--- src/include/tmsl_pkg.sv ---
// Package for the torque-mode speed limiter: register map, field codes, reset values.
// Assumes a 32-bit classic Wishbone slave with word-aligned registers.
package tmsl_pkg;
    // Register byte offsets
    localparam logic [7:0] REG_CTRL      = 8'h00;   // Mode, source, input levels
    localparam logic [7:0] REG_FILT      = 8'h04;   // Filter time constant shift
    localparam logic [7:0] REG_LIMIT     = 8'h08;   // Stored limit value, signed
    localparam logic [7:0] REG_BIAS      = 8'h0C;   // Bias, percent of max freq
    localparam logic [7:0] REG_COMM      = 8'h10;   // Limit written over serial link
    localparam logic [7:0] REG_MAXF      = 8'h14;   // Max output frequency, speed units
    localparam logic [7:0] REG_STAT      = 8'h18;   // Window state, torque mode
    localparam logic [7:0] REG_UPPER     = 8'h1C;   // Upper boundary readback
    localparam logic [7:0] REG_LOWER     = 8'h20;   // Lower boundary readback
    localparam logic [7:0] REG_TORQUE    = 8'h24;   // Torque output readback
    // Control field positions
    localparam int CTRL_MODE_BIT   = 0;             // Control mode select
    localparam int CTRL_SRC_LSB    = 4;             // Limit source select, 2 bits
    localparam int CTRL_AIN1_LSB   = 8;             // Input level select of first input
    localparam int CTRL_FN2_LSB    = 12;            // Function code of second input
    localparam int CTRL_FSRC_LSB   = 20;            // Frequency source select
    // Field codes
    localparam logic [1:0] SRC_ANALOG  = 2'h0;
    localparam logic [1:0] SRC_STORED  = 2'h1;
    localparam logic [1:0] SRC_COMM    = 2'h2;
    localparam logic [7:0] FN2_ADD     = 8'h0C;     // Second input adds to first
    localparam logic [3:0] FSRC_ANALOG = 4'h1;      // Analog reference frequency
    localparam logic [7:0] DI_FN_TORQ  = 8'h2C;     // Digital input mode switch code
    // Reset values
    localparam logic [31:0] CTRL_RST   = 32'h0000_0000;
    localparam logic [3:0]  FILT_RST   = 4'h4;
    localparam logic [15:0] MAXF_RST   = 16'h2710;
    // Window state codes
    typedef enum logic [1:0] {
        WIN_INSIDE = 2'b00,
        WIN_ABOVE  = 2'b01,
        WIN_BELOW  = 2'b10
    } tmsl_win_e;
endpackage

--- src/verilog/tmsl_top.sv ---
// Torque-mode speed limiter: filter, limit source, asymmetric window, torque override.
// Assumes analog samples, speed and torque reference are on clk_sys already;
// digital inputs come straight from pins and are synchronised here.
// Behaviour
// - Torque reference through programmable first-order filter
// - Window acts only in torque control
// - Source 0 takes limit from analog inputs
// - Source 1 takes stored limit value
// - Source 2 takes serial-link limit word
// - Second input code 12 adds to first
// - Level select 2,3 bipolar; 0,1 unipolar
// - Analog limit needs frequency source 1
// - Positive limit: upper limit+bias, lower -bias
// - Negative limit: lower -(limit+bias), upper +bias
// - Zero bias clamps opposite direction at zero
// - Bias is percent of max frequency, symmetric
// - Inside window torque follows filtered reference
// - Above window force negative torque
// - Below window force forward torque
// - Mode select 1 torque, 0 speed
// - Digital input code 44 selects torque
//
// Design decisions made here: the register addresses and register access over Wishbone.
module tmsl_top #(
    parameter int W        = 16,                    // Data width of speeds and torque
    parameter int N_DI     = 8                      // Number of digital inputs
) (
    // Clock and reset
    input  wire logic              clk_sys,
    input  wire logic              rst_b,
    // Wishbone slave
    input  wire logic              wb_cyc_i,
    input  wire logic              wb_stb_i,
    input  wire logic              wb_we_i,
    input  wire logic [7:0]        wb_adr_i,
    input  wire logic [3:0]        wb_sel_i,
    input  wire logic [31:0]       wb_dat_i,
    output logic [31:0]            wb_dat_o,
    output logic                   wb_ack_o,
    // Analog samples, signed, taken as speed units without scaling by max frequency
    input  wire logic signed [W-1:0] analog_input_one,
    input  wire logic signed [W-1:0] analog_input_two,
    // Digital inputs and their function codes
    input  wire logic [N_DI-1:0]   dig_in,
    input  wire logic [8*N_DI-1:0] dig_fn,
    // Speed feedback and torque path
    input  wire logic signed [W-1:0] speed_fb,
    input  wire logic signed [W-1:0] torque_ref,
    input  wire logic signed [W-1:0] torque_pull,
    output logic signed [W-1:0]    torque_out,
    output logic                   torque_mode
);
    localparam logic signed [W-1:0] SMAX = {1'b0, {(W-1){1'b1}}};
    localparam logic signed [W-1:0] SMIN = {1'b1, {(W-1){1'b0}}};

    // Software registers
    logic [31:0]           ctrl_q;                  // Control word
    logic [3:0]            filt_q;                  // Filter shift
    logic signed [W-1:0]   limit_q;                 // Stored limit
    logic [7:0]            bias_q;                  // Bias percent
    logic signed [W-1:0]   comm_q;                  // Serial-link limit
    logic [W-1:0]          maxf_q;                  // Max frequency scale
    logic                  ack_q;                   // Bus acknowledge
    logic [31:0]           rdat_q;                  // Read data

    // Datapath state
    logic signed [W+15:0]  filt_acc_q;              // Filter accumulator, 16 frac bits
    logic signed [W-1:0]   upper_q;                 // Upper boundary
    logic signed [W-1:0]   lower_q;                 // Lower boundary
    logic signed [W-1:0]   torque_q;                // Torque output
    logic [1:0]            win_q;                   // Window state
    logic                  mode_q;                  // Torque mode flag

    // Combinational helpers
    logic [N_DI-1:0]       di_torq;                 // Inputs asking for torque mode
    logic                  mode_d;                  // Next mode
    logic signed [W-1:0]   ain1;                    // First input after level select
    logic signed [W-1:0]   ain_lim;                 // Analog limit value
    logic signed [W-1:0]   lim_d;                   // Selected limit
    logic signed [W-1:0]   bias_v;                  // Bias in speed units
    logic signed [W-1:0]   upper_d;                 // Next upper boundary
    logic signed [W-1:0]   lower_d;                 // Next lower boundary
    logic signed [W-1:0]   filt_y;                  // Filter output
    logic [1:0]            src;                     // Limit source
    logic [3:0]            lvl1;                    // Level select of first input
    logic [W+7:0]          bias_prod;               // Bias times max frequency
    logic                  req;                     // Bus request this cycle
    logic signed [W+31:0]  filt_diff;               // Reference minus accumulator
    logic signed [W+31:0]  filt_step;               // Difference after the shift

    // Field extracts from the control word
    assign src  = ctrl_q[tmsl_pkg::CTRL_SRC_LSB +: 2];
    assign lvl1 = ctrl_q[tmsl_pkg::CTRL_AIN1_LSB +: 4];
    assign req  = wb_cyc_i & wb_stb_i & ~ack_q;

    // Saturating add of two signed values
    function automatic logic signed [W-1:0] sat_add(input logic signed [W-1:0] a,
                                                    input logic signed [W-1:0] b);
        // One extra bit catches the overflow
        logic signed [W:0] s;
        s = {a[W-1], a} + {b[W-1], b};
        if (s[W] != s[W-1])
            sat_add = s[W] ? SMIN : SMAX;
        else
            sat_add = s[W-1:0];
    endfunction

    // Saturating negate
    function automatic logic signed [W-1:0] sat_neg(input logic signed [W-1:0] a);
        sat_neg = (a == SMIN) ? SMAX : -a;
    endfunction

    // Digital inputs: three-stage synchroniser, then the mode switch function
    genvar gi;
    generate
        for (gi = 0; gi < N_DI; gi++)
        begin : g_di
            logic sync1_q;                          // First stage, may go metastable
            logic sync2_q;                          // Second stage
            logic sync3_q;                          // Third stage
            logic level_q;                          // Accepted input level
            // Shift the pin through the chain; accept a level both late stages agree on
            always_ff @(posedge clk_sys)
            begin
                if (!rst_b)
                begin
                    sync1_q <= 1'b0;
                    sync2_q <= 1'b0;
                    sync3_q <= 1'b0;
                    level_q <= 1'b0;                // Idle level of an inactive input
                end
                else
                begin
                    sync1_q <= dig_in[gi];
                    sync2_q <= sync1_q;
                    sync3_q <= sync2_q;
                    if (sync2_q == sync3_q)
                        level_q <= sync3_q;         // Change counts once stable
                end
            end
            // Input asks for torque control when active and coded for it
            assign di_torq[gi] = level_q & (dig_fn[8*gi +: 8] == tmsl_pkg::DI_FN_TORQ);
        end
    endgenerate

    // Mode choice: register select, or asserted digital input
    assign mode_d = ctrl_q[tmsl_pkg::CTRL_MODE_BIT] | (|di_torq);

    // Analog limit formation
    always_comb
    begin
        // Unipolar levels clamp negative samples to zero
        if (lvl1 == 4'h2 || lvl1 == 4'h3)
            ain1 = analog_input_one;
        else
            ain1 = analog_input_one[W-1] ? '0 : analog_input_one;
        // Second input sums in when so assigned
        if (ctrl_q[tmsl_pkg::CTRL_FN2_LSB +: 8] == tmsl_pkg::FN2_ADD)
            ain_lim = sat_add(ain1, analog_input_two);
        else
            ain_lim = ain1;
    end

    // Limit source select
    always_comb
    begin
        unique case (src)
            tmsl_pkg::SRC_ANALOG:
                // Analog limit only with analog frequency source
                lim_d = (ctrl_q[tmsl_pkg::CTRL_FSRC_LSB +: 4] == tmsl_pkg::FSRC_ANALOG)
                        ? ain_lim : '0;
            tmsl_pkg::SRC_STORED:
                lim_d = limit_q;
            tmsl_pkg::SRC_COMM:
                lim_d = comm_q;
            default:
                lim_d = '0;                                          // Illegal code
        endcase
    end

    // Bias scaled from percent of max frequency
    assign bias_prod = maxf_q * bias_q;
    always_comb
    begin
        // Divide by 100, clamp to positive range
        if ((bias_prod / 100) > {8'h00, SMAX})
            bias_v = SMAX;
        else
            bias_v = W'(bias_prod / 100);
    end

    // Window boundaries from polarity of the limit
    always_comb
    begin
        if (!lim_d[W-1])
        begin
            // Positive or zero limit opens the window forward
            upper_d = sat_add(lim_d, bias_v);
            lower_d = sat_neg(bias_v);
        end
        else
        begin
            // Negative limit opens it in reverse
            upper_d = bias_v;
            lower_d = sat_add(lim_d, sat_neg(bias_v));
        end
    end

    assign filt_y = filt_acc_q[W+15:16];

    // Wishbone slave: one-cycle ack, writes with byte lanes
    always_ff @(posedge clk_sys)
    begin
        if (!rst_b)
        begin
            ctrl_q  <= tmsl_pkg::CTRL_RST;
            filt_q  <= tmsl_pkg::FILT_RST;
            limit_q <= '0;
            bias_q  <= '0;
            comm_q  <= '0;
            maxf_q  <= W'(tmsl_pkg::MAXF_RST);
        end
        else if (req && wb_we_i)
        begin
            unique case (wb_adr_i)
                // Control word, every byte lane on its own
                tmsl_pkg::REG_CTRL:
                    for (int b = 0; b < 4; b++)
                        if (wb_sel_i[b]) ctrl_q[8*b +: 8] <= wb_dat_i[8*b +: 8];
                // Filter shift, low lane only
                tmsl_pkg::REG_FILT:
                    if (wb_sel_i[0]) filt_q <= wb_dat_i[3:0];
                // Stored limit needs both low lanes
                tmsl_pkg::REG_LIMIT:
                    if (&wb_sel_i[1:0]) limit_q <= wb_dat_i[W-1:0];
                // Bias percent, low lane only
                tmsl_pkg::REG_BIAS:
                    if (wb_sel_i[0]) bias_q <= wb_dat_i[7:0];
                // Limit word from the serial link
                tmsl_pkg::REG_COMM:
                    if (&wb_sel_i[1:0]) comm_q <= wb_dat_i[W-1:0];
                // Scale of the bias percentage
                tmsl_pkg::REG_MAXF:
                    if (&wb_sel_i[1:0]) maxf_q <= wb_dat_i[W-1:0];
                default:
                    ;                                                // Unmapped: ignored
            endcase
        end
    end

    // Ack and read data
    always_ff @(posedge clk_sys)
    begin
        if (!rst_b)
        begin
            ack_q  <= 1'b0;
            rdat_q <= '0;
        end
        else
        begin
            ack_q <= req;
            // Read mux samples the addressed register every cycle
            unique case (wb_adr_i)
                tmsl_pkg::REG_CTRL:   rdat_q <= ctrl_q;
                tmsl_pkg::REG_FILT:   rdat_q <= {28'h0, filt_q};
                tmsl_pkg::REG_LIMIT:  rdat_q <= 32'(limit_q);
                tmsl_pkg::REG_BIAS:   rdat_q <= {24'h0, bias_q};
                tmsl_pkg::REG_COMM:   rdat_q <= 32'(comm_q);
                tmsl_pkg::REG_MAXF:   rdat_q <= 32'(maxf_q);
                tmsl_pkg::REG_STAT:   rdat_q <= {29'h0, mode_q, win_q};
                tmsl_pkg::REG_UPPER:  rdat_q <= 32'(upper_q);
                tmsl_pkg::REG_LOWER:  rdat_q <= 32'(lower_q);
                tmsl_pkg::REG_TORQUE: rdat_q <= 32'(torque_q);
                default:              rdat_q <= 32'h0000_0000;       // Unmapped reads zero
            endcase
        end
    end

    // Filter error; both sides signed so the shift keeps the sign
    assign filt_diff = $signed({{16{torque_ref[W-1]}}, torque_ref, 16'h0000})
                     - $signed({{16{filt_acc_q[W+15]}}, filt_acc_q});
    // Larger shift gives a longer time constant
    assign filt_step = filt_diff >>> filt_q;

    // First-order low-pass: acc += (x - y) >> shift
    always_ff @(posedge clk_sys)
    begin
        if (!rst_b)
            filt_acc_q <= '0;                                        // Output starts at zero
        else
            // Only the accumulator's width of the step is kept
            filt_acc_q <= filt_acc_q + filt_step[W+15:0];
    end

    // Window registers and mode
    always_ff @(posedge clk_sys)
    begin
        if (!rst_b)
        begin
            upper_q <= '0;
            lower_q <= '0;
            mode_q  <= 1'b0;
        end
        else
        begin
            // Bounds follow the limit one cycle later
            upper_q <= upper_d;
            lower_q <= lower_d;
            mode_q  <= mode_d;
        end
    end

    // Window compare and torque override
    always_ff @(posedge clk_sys)
    begin
        if (!rst_b)
        begin
            torque_q <= '0;
            win_q    <= tmsl_pkg::WIN_INSIDE;
        end
        else if (!mode_q)
        begin
            // Speed control: no window on this path
            torque_q <= filt_y;
            win_q    <= tmsl_pkg::WIN_INSIDE;
        end
        else if (speed_fb > upper_q)
        begin
            // Above the upper boundary: brake with negative torque
            torque_q <= sat_neg(torque_pull);
            win_q    <= tmsl_pkg::WIN_ABOVE;
        end
        else if (speed_fb < lower_q)
        begin
            // Below the lower boundary: push forward
            torque_q <= torque_pull;
            win_q    <= tmsl_pkg::WIN_BELOW;
        end
        else
        begin
            // Inside the window: follow the filtered reference
            torque_q <= filt_y;
            win_q    <= tmsl_pkg::WIN_INSIDE;
        end
    end

    assign torque_out  = torque_q;
    assign torque_mode = mode_q;
    assign wb_dat_o    = rdat_q;
    assign wb_ack_o    = ack_q;
endmodule
--- config.mk ---
export PLATFORM = sky130hd
export DESIGN_NAME = tmsl_top
export DESIGN_NICKNAME = d
export VERILOG_FILES = /design/src/include/tmsl_pkg.sv /design/src/verilog/tmsl_top.sv
export SDC_FILE = /design/constraint.sdc
export NUM_CORES = 1
export LEC_CHECK = 0
export BUFFER_PORTS_ARGS = -buffer_cell sky130_fd_sc_hd__buf_2
export CELL_PAD_IN_SITES_DETAIL_PLACEMENT = 1
export CELL_PAD_IN_SITES_GLOBAL_PLACEMENT = 2
export CORE_MARGIN = 1.5
export CORE_UTILIZATION = 39
export DETAILED_ROUTE_END_ITERATION = 10
export GPL_TIMING_DRIVEN = 0
export PLACE_DENSITY_LB_ADDON = 0.3
export SLEW_MARGIN = 10
export SYNTH_ARGS = -nofsm -noshare
export SYNTH_HDL_FRONTEND = slang
export SYNTH_SLANG_ARGS = --single-unit
--- constraint.sdc ---
create_clock -name clk_sys -period 42.4 [get_ports clk_sys]
set_input_delay 8.48 -clock clk_sys [delete_from_list [all_inputs] [get_ports clk_sys]]
set_output_delay 8.48 -clock clk_sys [all_outputs]
set_load 0.01 [all_outputs]
==> out/metrics.yaml, run 1 <==
synthesis:
  synth_top_area_cell: "dfxtp_1"
  synth-main-ff-cell: "dfxtp_1"
  syn-num-nets: 3746
  synth_fa_ha_area_share_pct: 15.8
  synth_cells: 3282
  ys_top_cells_by_area: "dfxtp_1 19%, ha_1 8.7%, fa_1 7.0%"
  synth_top_family_by_area: "compound AO/OA/AOI/OAI gates"
  yosys_warnings: 0
  ys_ff_latch: 240
  synth_compound_area_share_pct: 27.0
  ys_seq_area_share_pct: 19.2
  synth-async-reset-ratio_pct: 0
  synth-edff-count: 0
  muxShareOfSynthArea_pct: 4.27
  synthDistinctLibCells: 122
  syn_area_mm2: 0.0251
  synth_top_area_share_pct: 19.2
  yosys.area_share.simple_pct: 21.3
  synth-xor-area-share_pct: 5.61
  synth_area_per_cell_um2: 7.64
cells_and_area:
  finalNonFillerCells: 4431
  layout_commonest_cell: "nand2_1"
  final_cell_mix: "386 x nand2_1, 330 x a21oi_1, 268 x buf_2, 249 x inv_1, 240 x dfxtp_1"
  nets: 4025
  synthToLayoutAreaGrowth_pct: 13.2
  final_util_pct: 44.8
  drive_gt1_share_pct: 12.2
grt:
  grt_max_degree: 15
  antenna_found_initial: 3
  grt_pass1_wl_um: 158000
  gr-usage-all-layers_pct: 30.0
  grt_pass1_vias: 26900
  grt-ovfl-total: 0
routing:
  antenna_left: 0
  met2_length_um: 46700
  drc: 0
  wl_per_cell_um: 23.0
  drt-vias-per-instance: 5.91
  totalWireLength_um: 102000
  vias: 26200
  first_pass_iters: 6
  wl_met3_um: 6050
  met1_length_um: 46900
  first_iter_violations: 1942
  highest-signal-layer: "met5"
run_status:
  status: "finished, final reports clean"
setup_path:
  path_class: "flip-flop to flip-flop"
  crit_path_max_incr_delay_ns: 1.07
  start_kind: "flip-flop"
  critPathSlowestCell: "o311ai_1"
  critical_path_peak_fanout: 10
  cp.arrival_ns: 23.68
  crit_path_end_kind: "flip-flop"
  path_common_cell: "a21oi_1"
  crit_required_ns: 42.81
placed_design:
  portBuffers: 249
  hpwl_um: 83200
  gp_congestion: 0.966
  placed_cells: 4378
power:
  vdd_drop_max_v: 0.0000450
  finalPower_w: 0.000941
  power_per_cell_area_mw_per_mm2: 33.2
  total_leakage_power_nw: 12.2
sta:
  rsz0062_at_grt: "no"
  finalCritPeriodShare_pct: 54.9
  post-route-min-period_ns: 23.26
  clock.fmax_mhz: 43.0
  slew_headroom_pct: 16.2
  slew_viol_final: 0
  hold_ws_ns: 0.434
  final_hold_viol_count: 0
  finalSetupTns_ns: 0
  fin_skew_ns: 0.0126
  finalSetupViolCount: 0
  worstMarginPinSlew_ns: 1.24
die:
  dieArea_mm2: 0.0658
  num_rows: 92
  fp.dieW_um: 257
  pin_count: 251
  coreArea_mm2: 0.0633
  die_y_um: 257
  initial_core_util_pct: 39.6
min_path:
  hp-class: "flip-flop to flip-flop"
clocking:
  path_clk_slew_ns: 0.07
  cts_resized: 0
  cts_max_path_buffers: 3
  tritoncts: "built"
  cts_made_buffers: 27
  cts.sinks: 240
  insertion_delay_ns: 0.58
  postCtsSetupBuffers: 0
  root_buffer: "clkbuf_16"
  h-tree-depth: 1
  ctsHoldBuffers: 0
job:
  max-cap-violations: 0
critical path: cells and delay by family (launching register included):
| family | cells | cell delay, ns |
|---|---|---|
| AND/OR/NAND/NOR | 13 | 3.11 |
| AO/OA/AOI/OAI | 37 | 10.52 |
| flip-flops | 1 | 0.73 |
| adder cells (fa/ha/maj) | 7 | 3.05 |
| multiplexers | 5 | 2.69 |
| XOR/XNOR | 2 | 0.76 |
| buffers and inverters | 10 | 2.17 |
layout make-up:
cell class,count,area (um2)
buffer,179,756
clock buffer,36,779
inverter,251,942
multi-input combinational,2612,18600
timing repair buffer,250,1260
sequential,240,4800
clock inverter,14,190
antenna,3,7.51
tap,846,1060
fill,8068,34900
path summary, 6_finish.rpt:
check / start / to / slack [ns] / depth (start not counted)
worst max-delay path: bias_q[4]$_SDFFE_PN0P_ / upper_q[8]$_SDFF_PN0_ / 19.14 / 74
worst max register to register: bias_q[4]$_SDFFE_PN0P_ / upper_q[8]$_SDFF_PN0_ / 19.14 / 74
worst min-delay path: g_di[3].sync1_q$_SDFF_PN0_ / g_di[3].sync2_q$_SDFF_PN0_ / 0.43 / 1
worst min register to register: g_di[3].sync1_q$_SDFF_PN0_ / g_di[3].sync2_q$_SDFF_PN0_ / 0.43 / 1
per-layer routing:
layer  vias up  track usage (%)
li1      12300                -
met1     13000             42.5
met2       795             48.7
met3       122             3.44
met4         2             6.85
met5         -                0
cells in the mapped netlist, types with 11 or more instances:
cell type  instances
o211ai_1          29
or3_1             27
o211a_1           12
fa_1              88
nor2_1           198
nand4_1           23
and2_1           133
a211oi_1          47
o31ai_1           17
o21bai_1          64
nor2b_1           31
a21o_1            31
nand2b_1          26
buf_1             13
nor4_1            17
clkbuf_1         136
nor3_1            65
buf_2             19
a31oi_1           46
and3_1            23
a222oi_1          26
nand2_1          386
o22ai_1           15
o21ai_1           19
dfxtp_1          240
xor2_1            38
xnor2_1          117
mux2i_1           81
inv_1            249
a21oi_1          330
nand3_1           79
ha_1             175
a22o_1            11
o21a_1            23
a22oi_1           35
o21ai_0          141
state kept, by name, indices dropped and copies added, names as in the netlist:
| signal | count |
|---|---|
| ctrl_q | 32 |
| filt_acc_q | 32 |
| wb_dat_o | 32 |
| comm_q | 16 |
| limit_q | 16 |
| lower_q | 16 |
| maxf_q | 16 |
| torque_out | 16 |
| upper_q | 16 |
| bias_q | 8 |
| g_di.level_q | 8 |
| g_di.sync1_q | 8 |
| g_di.sync2_q | 8 |
| g_di.sync3_q | 8 |
| filt_q | 4 |
| win_q | 2 |
| torque_mode | 1 |
| wb_ack_o | 1 |
logic make-up after synthesis:
kind of cell             after synthesis
AND/OR/NAND/NOR                     1089
AO/OA/AOI/OAI                       1000
buffers and inverters                430
adder cells (fa/ha/maj)              265
flip-flops                           240
XOR/XNOR                             158
multiplexers                          99
other                                  1
power breakdown:
part           switching, W  internal [W]  total [W]
sequential        0.0000235      0.000246   0.000269
clock              0.000110      0.000149   0.000260
combinational      0.000238      0.000175   0.000413
stage by stage:
stage	worst slack, ns	area, um2
CTS	19.44	28400
global route	17.81	28400
floorplan	24.48	25100
global placement	20.05	27400
finish	19.14	28400
detailed placement	19.56	27400
No activity file was read; power rests on OpenSTA's default activity.
==> run 2, diff against run 1 <==
Settings changed: CORE_UTILIZATION 39 to 36.
Clock period 42.4 ns to 23.5 ns, I/O delays scaled along.
==> out/metrics.yaml, run 2 (synthesis results as in run 1) <==
sta:
  worstMarginPinSlew_ns: 1.25  # was 1.24 ns
  rsz0062_at_grt: "no"  # unchanged
  finalCritPeriodShare_pct: 94.2  # was 54.9%
  slew_viol_final: 0  # unchanged
  final_hold_viol_count: 0  # unchanged
  fin_skew_ns: 0.0116  # was 0.0126 ns
  finalSetupTns_ns: 0  # unchanged
  clock.fmax_mhz: 45.2  # was 43.0 MHz
  setup_slack_ns: 1.36  # was 19.14 ns
  slew_headroom_pct: 15.8  # was 16.2%
  post-route-min-period_ns: 22.14  # was 23.26 ns
  finalSetupViolCount: 0  # unchanged
cells_and_area:
  finalNonFillerCells: 4512  # was 4,431
  nets: 4024  # was 4,025
  design_area_mm2: 0.0285  # was 0.0284 mm2
  final_cell_mix: "385 x nand2_1, 329 x a21oi_1, 268 x buf_2, 249 x inv_1, 240 x dfxtp_1"  # was 386 x nand2_1, 330 x a21oi_1, 268 x buf_2, 249 x inv_1, 240 x dfxtp_1
  layout_commonest_cell: "nand2_1"  # unchanged
  synthToLayoutAreaGrowth_pct: 13.5  # was 13.2%
  drive_gt1_share_pct: 12.5  # was 12.2%
clocking:
  cts.sinks: 240  # unchanged
  cts_max_path_buffers: 3  # unchanged
  tritoncts: "built"  # unchanged
  insertion_delay_ns: 0.58  # about the same
  ctsHoldBuffers: 0  # unchanged
  postCtsSetupBuffers: 0  # unchanged
  h-tree-depth: 1  # unchanged
  cts_made_buffers: 26  # was 27
  path_clk_slew_ns: 0.07  # about the same
  root_buffer: "clkbuf_16"  # unchanged
setup_path:
  critPathSlowestCell: "o41ai_1"  # was o311ai_1
  critPathLaunch: "bias_q[2]$_SDFFE_PN0P_"  # was bias_q[4]$_SDFFE_PN0P_
  path_class: "flip-flop to flip-flop"  # unchanged
  critical_path_peak_fanout: 10  # unchanged
  crit_required_ns: 23.93  # was 42.81 ns
  crit_path_end_kind: "flip-flop"  # unchanged
  path_common_cell: "a21oi_1"  # unchanged
  crit_path_max_incr_delay_ns: 0.63  # was 1.07 ns
  cp.arrival_ns: 22.57  # was 23.68 ns
  start_kind: "flip-flop"  # unchanged
  timing.rr.start: "bias_q[2]$_SDFFE_PN0P_"  # was bias_q[4]$_SDFFE_PN0P_
grt:
  grt_pass1_vias: 26800  # was 26,900
  grt-ovfl-total: 0  # unchanged
  antenna_found_initial: 6  # was 3
  grt_max_degree: 15  # unchanged
  gr-usage-all-layers_pct: 27.7  # was 30.0%
  grt_pass1_wl_um: 156000  # was 158,000 um
routing:
  antenna_left: 0  # unchanged
  first_pass_iters: 6  # unchanged
  drc: 0  # unchanged
  vias: 26100  # was 26,200
  first_iter_violations: 1896  # was 1,942
  totalWireLength_um: 102000  # about the same
  drt-vias-per-instance: 5.79  # was 5.91
  wl_per_cell_um: 22.5  # was 23.0 um
power:
  total_leakage_power_nw: 12.1  # was 12.2 nW
  vdd_drop_max_v: 0.0000751  # was 0.0000450 V
  power_per_cell_area_mw_per_mm2: 59.0  # was 33.2 mW/mm2
die:
  coreArea_mm2: 0.0687  # was 0.0633 mm2
  dieArea_mm2: 0.0712  # was 0.0658 mm2
  fp.dieW_um: 267  # was 257 um
  num_rows: 96  # was 92
  initial_core_util_pct: 36.5  # was 39.6%
  die_y_um: 267  # was 257 um
  pin_count: 251  # unchanged
placed_design:
  preCtsSetupSlack_ns: 0.621  # was 19.56 ns
  gp_congestion: 0.936  # was 0.966
  hpwl_um: 82900  # was 83,200 um
  placed_area_mm2: 0.0275  # was 0.0274 mm2
  portBuffers: 249  # unchanged
  placed_cells: 4463  # was 4,378
min_path:
  worstHoldStart: "g_di[3].sync1_q$_SDFF_PN0_"  # unchanged
  hp-class: "flip-flop to flip-flop"  # unchanged
job:
  max-cap-violations: 0  # unchanged
run_status:
  status: "finished, final reports clean"  # unchanged
-- run 2: cell types whose count changed in the layout (fill, tap and decap cells not counted), sizes merged --
cell / delta
clkbuf: -2
clkinvlp: -2
buf: -1
clkinv: +1
-- run 2: path summary, 6_finish.rpt --
path	end	slack, ns	depth (start not counted)
worst min register to register	g_di[3].sync2_q$_SDFF_PN0_	0.44	1
worst max register to register	upper_q[8]$_SDFF_PN0_	1.36	81
worst max-delay path	upper_q[8]$_SDFF_PN0_	1.36	81
worst min-delay path	g_di[3].sync2_q$_SDFF_PN0_	0.44	1
-- run 2: repair_timing --
| item | CTS | global route |
|---|---|---|
| hold endpoints to repair | 0 | 0 |
| setup endpoints to repair | 0 | 30 |
| gates resized for setup | 0 | 22 |
-- run 2: per-layer routing --
metal / wire length, um / track usage [%] / vias up / part of all wire, %
met3: 5420 / 2.91 / 133 / 5.3
met4: 2200 / 6.11 / 4 / 2.2
met2: 46400 / 45.1 / 708 / 46
li1: - / - / 12300 / -
met5: 25 / 0 / - / 0.025
met1: 47500 / 39.3 / 13000 / 47
-- run 2: layout make-up --
cell class | count | area [um2]
fill | 8592 | 40200
multi-input combinational | 2612 | 18600
sequential | 240 | 4800
timing repair buffer | 250 | 1250
tap | 931 | 1160
inverter | 251 | 942
buffer | 179 | 763
clock buffer | 33 | 727
clock inverter | 13 | 171
antenna | 3 | 7.51
-- run 2: where the power goes --
group / internal [W] / total (W) / switching (W)
clock: 0.000253 / 0.000450 / 0.000197
combinational: 0.000315 / 0.000743 / 0.000428
sequential: 0.000443 / 0.000486 / 0.0000432
-- run 2: stage by stage --
step,power (W),hold slack (ns),utilization [%]
after floorplan,0.00102,0.412,-
after global placement,0.00119,0.417,40.0
after detailed placement,0.00123,0.423,40.0
after CTS,0.00168,0.440,41.3
after global routing,0.00180,0.447,41.4
final,0.00168,0.436,41.4
-- run 2: critical path: cells and delay by family, from the launching register on --
family | cells | cell delay [ns]
AOI/OAI and AO/OA | 36 | 8.84
xor gates and xnor gates | 1 | 0.23
adders and majority gates | 7 | 2.94
buffers and inverters | 14 | 2.89
DFF | 1 | 0.57
muxes | 4 | 1.62
and+or+nand+nor | 19 | 4.80
